## src/rtl/rscc_pkg.sv

```systemverilog
/*
  Shared constants, carriers and helpers for the ring/step counter with
  its comparison units.
  Assumes a single module clock and synchronous active-low reset.
*/
`default_nettype none
package rscc_pkg;
  localparam int          RSCC_CH        = 2;
  localparam logic [31:0] RSCC_MASK16    = 32'h0000FFFF;
  localparam logic [31:0] RSCC_TALLY_RST = 32'h00000000;
  localparam logic [31:0] RSCC_ONE       = 32'h00000001;
  localparam logic [32:0] RSCC_MOD32     = 33'h100000000;
  localparam logic [32:0] RSCC_MOD16     = 33'h000010000;

  typedef enum logic [2:0] {
    RSCC_CMP_NONE = 3'h0,
    RSCC_CMP_EQ   = 3'h1,
    RSCC_CMP_NE   = 3'h2,
    RSCC_CMP_GT   = 3'h3,
    RSCC_CMP_LT   = 3'h4,
    RSCC_CMP_GE   = 3'h5,
    RSCC_CMP_LE   = 3'h6
  } rscc_cmode_t;

  typedef struct packed {
    logic        span_mode;
    rscc_cmode_t mode_a;
    rscc_cmode_t mode_b;
    logic [31:0] val_a;
    logic [31:0] val_b;
  } rscc_cmp_cfg_t;

  typedef struct packed {
    logic          count_en;
    logic          ring;
    logic          add_mode;
    logic [31:0]   floor_b;
    logic [31:0]   ceil_b;
    logic [31:0]   step;
    logic [31:0]   reload;
    rscc_cmp_cfg_t cmp;
  } rscc_cfg_t;

  typedef struct packed {
    logic up;
    logic down;
    logic run;
    logic stop;
    logic preset;
  } rscc_evt_t;

  typedef struct packed {
    logic [1:0][31:0] tally;
    logic [1:0]       timing;
    logic [1:0]       ovf;
    logic [1:0]       unf;
  } rscc_state_t;

  typedef struct packed {
    logic a;
    logic b;
  } rscc_cmp_st_t;

  // keep only the bits of the counter's width
  function automatic logic [31:0] rscc_fit(input logic [31:0] v, input logic w32);
    rscc_fit = w32 ? v : (v & RSCC_MASK16);
  endfunction

  // tally in its own format, widened so signed and unsigned compare alike
  function automatic logic signed [33:0] rscc_ext(input logic [31:0] v,
                                                  input logic w32, input logic sgn);
    if (w32) rscc_ext = sgn ? {{2{v[31]}}, v} : {2'b00, v};
    else     rscc_ext = sgn ? {{18{v[15]}}, v[15:0]} : {18'h0, v[15:0]};
  endfunction
endpackage
`default_nettype wire

```

## src/rtl/rscc_step.sv

```systemverilog
/*
  Next-tally arithmetic for one counter timer: ring wrap and linear limits,
  with a unit or programmed step.
  Purely combinational; the caller registers the result.
*/
`timescale 1ns/1ps
`default_nettype none
module rscc_step (
  input  wire logic [31:0] tally,
  input  wire logic [31:0] floor_b,
  input  wire logic [31:0] ceil_b,
  input  wire logic [31:0] step,
  input  wire logic        ring,
  input  wire logic        w32,
  input  wire logic        sgn,
  input  wire logic        up,
  output logic      [31:0] next_tally,
  output logic             ovf,
  output logic             unf
);
  import rscc_pkg::*;
  logic        [32:0] off;
  logic        [32:0] span;
  logic        [32:0] stp;
  logic        [32:0] sum;
  logic signed [33:0] et;
  logic signed [33:0] ef;
  logic signed [33:0] ec;
  logic signed [33:0] es;

  always_comb begin
    off  = {1'b0, rscc_fit(tally - floor_b, w32)};
    span = {1'b0, rscc_fit(ceil_b - floor_b, w32)};
    stp  = {1'b0, rscc_fit(step, w32)};
    et   = rscc_ext(tally, w32, sgn);
    ef   = rscc_ext(floor_b, w32, sgn);
    ec   = rscc_ext(ceil_b, w32, sgn);
    es   = {2'b00, rscc_fit(step, w32)};
    sum  = off;
    ovf  = 1'b0;
    unf  = 1'b0;
    next_tally = tally;
    // equal bounds give the whole numeric range
    if (span == 33'h0) begin
      span = w32 ? RSCC_MOD32 : RSCC_MOD16;
    end
    if (ring) begin
      // offsets from the floor make both bound orders one case
      if (up) begin
        sum = off + stp;
        if (sum >= span) begin
          sum = sum - span;
        end
      end else if (off < stp) begin
        sum = off + span - stp;
      end else begin
        sum = off - stp;
      end
      next_tally = rscc_fit(floor_b + sum[31:0], w32);
    end else if (up) begin
      if (ec <= ef || et + es > ec) ovf = 1'b1;
      else next_tally = rscc_fit(tally + step, w32);
    end else begin
      if (ec <= ef || et - es < ef) unf = 1'b1;
      else next_tally = rscc_fit(tally - step, w32);
    end
  end
endmodule // rscc_step
`default_nettype wire

```

## src/rtl/rscc_cmp.sv

```systemverilog
/*
  One comparison unit: two conditions against one counter timer's tally,
  either two single comparisons or an in-range / out-of-range pair.
  The value given is the tally being loaded on this edge.
*/
`timescale 1ns/1ps
`default_nettype none
module rscc_cmp (
  input  wire logic                   sys_clk,
  input  wire logic                   nrst,
  input  wire logic [31:0]            value,
  input  wire logic                   w32,
  input  wire logic                   sgn,
  input  wire rscc_pkg::rscc_cmp_cfg_t cfg,
  output logic                        out_a,
  output logic                        out_b
);
  import rscc_pkg::*;
  rscc_cmp_st_t       st;
  rscc_cmp_st_t       next_st;
  logic signed [33:0] ev;
  logic signed [33:0] ea;
  logic signed [33:0] eb;

  function automatic logic test(input rscc_cmode_t m, input logic signed [33:0] x,
                                input logic signed [33:0] y);
    unique case (m)
      RSCC_CMP_NONE: test = 1'b0;
      RSCC_CMP_EQ:   test = x == y;
      RSCC_CMP_NE:   test = x != y;
      RSCC_CMP_GT:   test = x > y;
      RSCC_CMP_LT:   test = x < y;
      RSCC_CMP_GE:   test = x >= y;
      RSCC_CMP_LE:   test = x <= y;
      default:       test = 1'b0;
    endcase
  endfunction

  always_comb begin
    ev = rscc_ext(value, w32, sgn);
    ea = rscc_ext(cfg.val_a, w32, sgn);
    eb = rscc_ext(cfg.val_b, w32, sgn);
    if (cfg.span_mode) begin
      next_st.a = (ea <= ev) && (ev <= eb);
      next_st.b = !((ea <= ev) && (ev <= eb));
    end else begin
      next_st.a = test(cfg.mode_a, ev, ea);
      next_st.b = test(cfg.mode_b, ev, eb);
    end
  end

  always_ff @(posedge sys_clk) begin
    if (!nrst) st <= '0;
    else       st <= next_st;
  end

  assign out_a = st.a;
  assign out_b = st.b;
endmodule // rscc_cmp
`default_nettype wire

```

## src/rtl/rscc_top.sv

```systemverilog
/*
  Counter unit: two 16-bit counter timers, or one 32-bit counter timer,
  each with ring/linear counting, an optional step and a fixed comparison
  unit on its tally.
  Assumes up/down pulses and run/stop/preset events arrive as one-cycle
  highs synchronous to sys_clk from the event logic beside it.
*/
`timescale 1ns/1ps
`default_nettype none
module rscc_top (
  input  wire logic                         sys_clk,
  input  wire logic                         nrst,
  input  wire logic                         logic_run,
  input  wire logic                         wide32,
  input  wire logic                         signed_fmt,
  input  wire rscc_pkg::rscc_cfg_t [1:0]    cfg,
  input  wire rscc_pkg::rscc_evt_t [1:0]    evt,
  output logic                     [1:0][31:0] tally,
  output logic                     [1:0]    ovf,
  output logic                     [1:0]    unf,
  output logic                     [1:0]    cmp_a,
  output logic                     [1:0]    cmp_b
);
  import rscc_pkg::*;

  // **************************************************
  // state and per-channel decode
  // **************************************************
  rscc_state_t      st;
  rscc_state_t      next_st;
  logic [1:0]       active;
  logic [1:0]       go_up;
  logic [1:0]       go_dn;
  logic [1:0][31:0] step_amt;
  logic [1:0][31:0] step_nxt;
  logic [1:0]       step_ovf;
  logic [1:0]       step_unf;

  always_comb begin
    for (int i = 0; i < RSCC_CH; i++) begin
      // channel 1 only exists as a 16-bit counter
      active[i]   = (i == 0) || !wide32;
      step_amt[i] = cfg[i].add_mode ? cfg[i].step : RSCC_ONE;
      // stop outranks the pulses; errors freeze the count
      go_up[i] = active[i] && logic_run && cfg[i].count_en && !evt[i].stop
                 && !evt[i].preset && !st.ovf[i] && !st.unf[i]
                 && (evt[i].up || st.timing[i]);
      go_dn[i] = active[i] && logic_run && cfg[i].count_en && !evt[i].stop
                 && !evt[i].preset && !st.ovf[i] && !st.unf[i]
                 && evt[i].down && !go_up[i];
    end
  end

  // **************************************************
  // step arithmetic and comparison units
  // **************************************************
  for (genvar gi = 0; gi < RSCC_CH; gi++) begin : g_ch
    rscc_step u_step (
      .tally      (st.tally[gi]),
      .floor_b    (cfg[gi].floor_b),
      .ceil_b     (cfg[gi].ceil_b),
      .step       (step_amt[gi]),
      .ring       (cfg[gi].ring),
      .w32        (wide32),
      .sgn        (signed_fmt),
      .up         (go_up[gi]),
      .next_tally (step_nxt[gi]),
      .ovf        (step_ovf[gi]),
      .unf        (step_unf[gi])
    );

    // hard-wired counter-to-comparator link
    rscc_cmp u_cmp (
      .sys_clk (sys_clk),
      .nrst    (nrst && active[gi]), // second comparator held clear in 32-bit mode
      .value   (next_st.tally[gi]),
      .w32     (wide32),
      .sgn     (signed_fmt),
      .cfg     (cfg[gi].cmp),
      .out_a   (cmp_a[gi]),
      .out_b   (cmp_b[gi])
    );
  end

  // **************************************************
  // tally update
  // **************************************************
  always_comb begin
    next_st = st;
    for (int i = 0; i < RSCC_CH; i++) begin
      // run/stop timing gate, stop wins
      if (evt[i].stop)     next_st.timing[i] = 1'b0;
      else if (evt[i].run) next_st.timing[i] = 1'b1;
      if (!logic_run || !active[i]) begin
        next_st.tally[i]  = RSCC_TALLY_RST;
        next_st.timing[i] = 1'b0;
        next_st.ovf[i]    = 1'b0;
        next_st.unf[i]    = 1'b0;
      end else if (evt[i].preset) begin
        next_st.tally[i] = rscc_fit(cfg[i].reload, wide32);
        next_st.ovf[i]   = 1'b0;
        next_st.unf[i]   = 1'b0;
      end else if (go_up[i] || go_dn[i]) begin
        // one step per cycle at most
        if (step_ovf[i])      next_st.ovf[i] = 1'b1;
        else if (step_unf[i]) next_st.unf[i] = 1'b1;
        else                  next_st.tally[i] = step_nxt[i];
      end
    end
  end

  always_ff @(posedge sys_clk) begin
    if (!nrst) st <= '0;
    else       st <= next_st;
  end

  assign tally = st.tally;
  assign ovf   = st.ovf;
  assign unf   = st.unf;

  // **************************************************
  // checks on channel 0, then on channel 1
  // **************************************************
  logic lo_lt_hi;
  logic lo_eq_hi;
  logic hi_lt_lo;
  logic plain_ring;
  logic signed [33:0] lin_sum;
  logic signed [33:0] lin_top;
  logic        [31:0] wrap_val;
  logic               ring_over;
  logic               nar_fit;
  logic               ch1_fits;

  assign lo_lt_hi   = cfg[0].floor_b < cfg[0].ceil_b;
  assign lo_eq_hi   = cfg[0].floor_b == cfg[0].ceil_b;
  assign hi_lt_lo   = cfg[0].ceil_b < cfg[0].floor_b;
  assign plain_ring = cfg[0].ring && !cfg[0].add_mode;
  assign lin_sum    = rscc_ext(st.tally[0], wide32, signed_fmt)
                      + {2'b00, cfg[0].step};
  assign lin_top    = rscc_ext(cfg[0].ceil_b, wide32, signed_fmt);
  // expected ring value after a step that passes the ceiling
  assign wrap_val   = cfg[0].floor_b + (cfg[0].step - (cfg[0].ceil_b - st.tally[0]));
  assign ring_over  = {1'b0, st.tally[0]} + {1'b0, cfg[0].step} >= {1'b0, cfg[0].ceil_b};
  assign nar_fit    = wide32 || cfg[0].ceil_b <= RSCC_MASK16;
  assign ch1_fits   = cfg[1].floor_b <= RSCC_MASK16;
endmodule // rscc_top
`default_nettype wire

```

## config.mk

```make
export PLATFORM = sky130hd
export DESIGN_NAME = rscc_top
export DESIGN_NICKNAME = d
export VERILOG_FILES = /design/src/rtl/rscc_pkg.sv /design/src/rtl/rscc_step.sv /design/src/rtl/rscc_cmp.sv /design/src/rtl/rscc_top.sv
export SDC_FILE = /design/constraint.sdc
export NUM_CORES = 2
export LEC_CHECK = 0
export ABC_AREA = 1
export BUFFER_PORTS_ARGS = -buffer_cell sky130_fd_sc_hd__buf_4
export CAP_MARGIN = 40
export CELL_PAD_IN_SITES_DETAIL_PLACEMENT = 0
export CELL_PAD_IN_SITES_GLOBAL_PLACEMENT = 2
export CORE_UTILIZATION = 36
export DETAILED_ROUTE_END_ITERATION = 10
export MAX_ROUTING_LAYER = met4
export PLACE_DENSITY = 0.94
export SLEW_MARGIN = 5
export SYNTH_ARGS = -nofsm -noshare
export SYNTH_HDL_FRONTEND = slang
export SYNTH_SLANG_ARGS = --single-unit
```

## constraint.sdc

```tcl
create_clock -name sys_clk -period 15.41 [get_ports sys_clk]
set_input_delay 0.7705 -clock sys_clk [delete_from_list [all_inputs] [get_ports sys_clk]]
set_output_delay 0.7705 -clock sys_clk [all_outputs]
set_load 0.02 [all_outputs]
```

==> metrics.log <==
INFO  metric run_status = finished, final reports clean
INFO  metric layout_commonest_cell = nand2_1
INFO  metric place_ws = between 2000 and 2500 ps
INFO  metric critical_path.reg2reg.endpoint = g_ch[0].u_cmp.out_b
INFO  metric globalRouteOverflowTotal = 0
INFO  metric fmax = approximately 75 MHz
INFO  metric synthesis.instances = 7527
INFO  metric core-area = around 0.13 mm2
INFO  metric required = roughly 16000 ps
INFO  metric num_io_pins = 491
INFO  metric antenna_found_initial = 3
INFO  metric worstRegToRegCells = around 70
INFO  metric min_path_type = reg -> reg
INFO  metric minimum_setup_slack_among_reg_to_reg_paths = 2160 ps
INFO  metric setup-tns-final = 0 ps
INFO  metric design.die.area = ~0.13 mm2
INFO  metric finalHoldViolCount = 0
INFO  metric remaining_drc_errors = 0
INFO  metric final.setup.worst_slack = ~2200 ps
INFO  metric synth_top_area_cell = ha_1
INFO  metric net_switching_component_of_the_power = 0.00277 W
INFO  metric syn_to_final_growth = 10.8%
INFO  metric synth_simple_gate_area_share = 26.1%
INFO  metric crit_slowest_cell = dfxtp_1
INFO  metric internal_power_summed_over_all_cells = around 0.0017 W
INFO  metric synth.yosys.warnings = 0
INFO  metric crit_path_frequent_cell = nand2_1
INFO  metric grt_setup_unrepaired = false
INFO  metric cts_hold_buffers = 0
INFO  metric numClockSinks = 74
INFO  metric gp_congestion = 1.04
INFO  metric clk_pin_slew_worst_paths = roughly 80 ps
INFO  metric synth_top_family_by_area = adder cells
INFO  metric setup_viol = 0
INFO  metric drt_antenna_net_count = 0
INFO  metric synth_top_cell_area_share = approximately 24%
INFO  metric synth_top_cells_by_area = ha_1 (24%), nand2_1 (12%), a21oi_1 (9.4%)
INFO  metric wire_length_per_cell = roughly 24 um
INFO  metric p_seq_share = around 4.6%
INFO  metric chipWidth = 358 um
INFO  metric worst-slew-pin-transition = approximately 900 ps
INFO  metric worst_slew_margin_rel = a little under two fifths
INFO  metric p_comb_share = ~90%
INFO  metric synth_net_count = 8886
INFO  metric most_used_dff_post_synth = dfxtp_1
INFO  metric post-route-period-util = a little under nine tenths
INFO  metric post_synth.cell_area_avg = around 6 um2
INFO  metric synth_compound_area_share = 23.8%
INFO  metric cts_tree = built
INFO  metric synth_cell_types = between 80 and 90
INFO  metric vias_in_the_first_global_route = roughly 49000
INFO  metric cts_setup_buffers = 0
INFO  metric drive_above_1_share = 9.85%
INFO  metric dpl.hpwl = about 200000 um
INFO  metric vias = approximately 52000
INFO  metric detailedRoute.firstPassIterationCount = 6
INFO  metric share_clk_of_total_power = roughly 5.4%
INFO  metric clkLatencyLatePin = between 400 and 500 ps
INFO  metric numCtsBuffers = 9
INFO  metric chipHeight = approximately 360 um
INFO  metric ir_worst_vdd = 0.0668 mV
INFO  metric final_cell_mix = nand2_1 (1454), inv_1 (1113), ha_1 (877)
INFO  metric cellLeakagePower = around 28 nW
INFO  metric final_max_slew_viol_count = 0
INFO  metric cp-start-kind = flop
INFO  metric number_of_gates_given_a_new_drive_strength_after_cts = 0
INFO  metric route.detailed.vias_per_inst = approximately 5.5
INFO  metric synth-edff-count = 0
INFO  metric synthXorXnorAreaFrac = under 10%
INFO  metric synth.ff_latch_count = 74
INFO  metric p_per_area = approximately 90 mW/mm2
INFO  metric power_switching_share = between 60% and 70%
INFO  metric finalClockSkew = around 26 ps
INFO  metric totalWireLength = between 200000 and 250000 um
INFO  metric syn_area = roughly 0.046 mm2
INFO  metric grt_max_degree = between 70 and 80
INFO  metric post_synth_fa_ha_maj_area_fraction = around 27%
INFO  metric cts_htree_levels = 3
INFO  metric port-buffer-count = roughly 470
INFO  metric max_cap_viol_count = 0
INFO  metric cp_top_family = simple AND/OR/NAND/NOR gates
INFO  metric setup.worst_path.class = reg -> reg
INFO  metric share_of_the_yosys_chip_area_belonging_to_registers = under 10%
INFO  metric aggregate_global_route_resource_usage = 35.2%
INFO  metric num_rows = 130
INFO  metric worst_hold_path_stage_count = 2
INFO  metric path_max_fanout = 25
INFO  metric time_the_worst_path_needs_with_i_o_delays_and_setup = between 10000 and 15000 ps
INFO  metric detailedRoute.firstIterationViolations = between 5000 and 6000
INFO  metric cp-end-kind = flop
INFO  metric crit_arrival = around 14000 ps
INFO  metric synth_async_sr_flop_share = 0%
INFO  metric crit_buf_inv = 10
INFO  metric start_util = 36.3%
INFO  metric timing.rr.start = tally[1]
INFO  metric nets = 9147
INFO  metric worst_hold_path.endpoint = unf[1]
INFO  metric yosys-mux-area-fraction = less than 1%
INFO  metric global_route_wire_length_before_repair = around 330000 um
INFO  metric worst_path_largest_cell_delay = roughly 580 ps
INFO  metric cts.root.buffer_cell = clkbuf_16
INFO  metric hp-start = unf[1]
INFO  metric cts_buffer_depth = 2
-- power groups by stage --
stage / logic (W) / registers [W] / clock network [W]
after global placement: 0.00391 / 0.000212 / 0
final: 0.00402 / 0.000208 / 0.000242
after detailed placement: 0.00392 / 0.000212 / 0
after floorplan: 0.00271 / 0.000208 / 0
after global routing: 0.00442 / 0.000208 / 0.000251
after CTS: 0.00395 / 0.000207 / 0.000247
-- flip-flops by register name, indices dropped and copies added, names as in the netlist --
signal            flops
ovf                   2
g_ch.u_cmp.out_a      2
st                    2
tally                64
unf                   2
g_ch.u_cmp.out_b      2
-- cells in the mapped netlist (29+ instances only) --
cell type and count:
a21o_1 31, a21oi_1 857, a31oi_1 55, buf_2 29
buf_4 85, clkbuf_1 154, dfxtp_1 74, fa_1 63
ha_1 877, inv_1 1115, nand2_1 1454, nand3_1 281
nand4_1 127, nor2_1 675, nor3_1 98, nor4_1 42
o211ai_1 57, o21a_1 38, o21ai_0 523, o21ai_1 65
o21bai_1 47, or2_2 35, xnor2_1 79, xor2_1 298
-- tightest hold or removal path: cells and delay by family, from the launching register on --
family                 cells  cell delay [ps]
DFF                        1              340
buffers and inverters      1               60
AOI/OAI and AO/OA          1               50
-- layout make-up --
class                      count  area, um2
fill                       14126      75200
multi-input combinational   6020      38400
inverter                    1140       4290
timing repair buffer         543       4080
tap                         1650       2060
sequential                    74       1480
clock buffer                  10        229
clock inverter                 6       65.1
antenna                        1       2.50
-- worst max-delay path by stage --
stage	startpoint	endpoint	slack (ps)	depth (start not counted)
2_1_floorplan	cfg[167]	g_ch[0].u_cmp.out_a	5070	70
3_3_place_gp	cfg[167]	g_ch[0].u_cmp.out_b	2140	81
3_5_place_dp	cfg[170]	g_ch[0].u_cmp.out_b	2050	68
4_1_cts	tally[1]	g_ch[0].u_cmp.out_b	2400	68
5_1_grt	tally[1]	g_ch[0].u_cmp.out_b	1130	81
6_report	tally[1]	g_ch[0].u_cmp.out_b	2160	68
-- through the flow --
stage	util, %	power, W	cell area [um2]	hold slack (ps)	cells
floorplan	-	0.00292	45600	444	7527
global placement	39.9	0.00412	50200	479	9419
detailed placement	40.0	0.00413	50300	478	9426
CTS	40.2	0.00440	50600	489	9442
global route	40.2	0.00488	50600	506	9444
finish	40.2	0.00447	50600	493	9444
-- cell families after synthesis --
group                    count (synthesis)
AND/OR/NAND/NOR                       2806
XOR/XNOR                               378
flip-flops                              74
buffers and inverters                 1433
AO/OA/AOI/OAI                         1895
adder cells (fa/ha/maj)                940
multiplexers                             1
-- routing by layer --
layer	part of all wire, %	GRT usage, %	vias up
met1	49	50.5	24511
met2	42	52.0	2042
li1	-	-	25601
met4	2.4	7.56	0
met3	7.4	4.39	197
met5	0	-	-
Note: power is estimated with default switching activity, not from simulation.
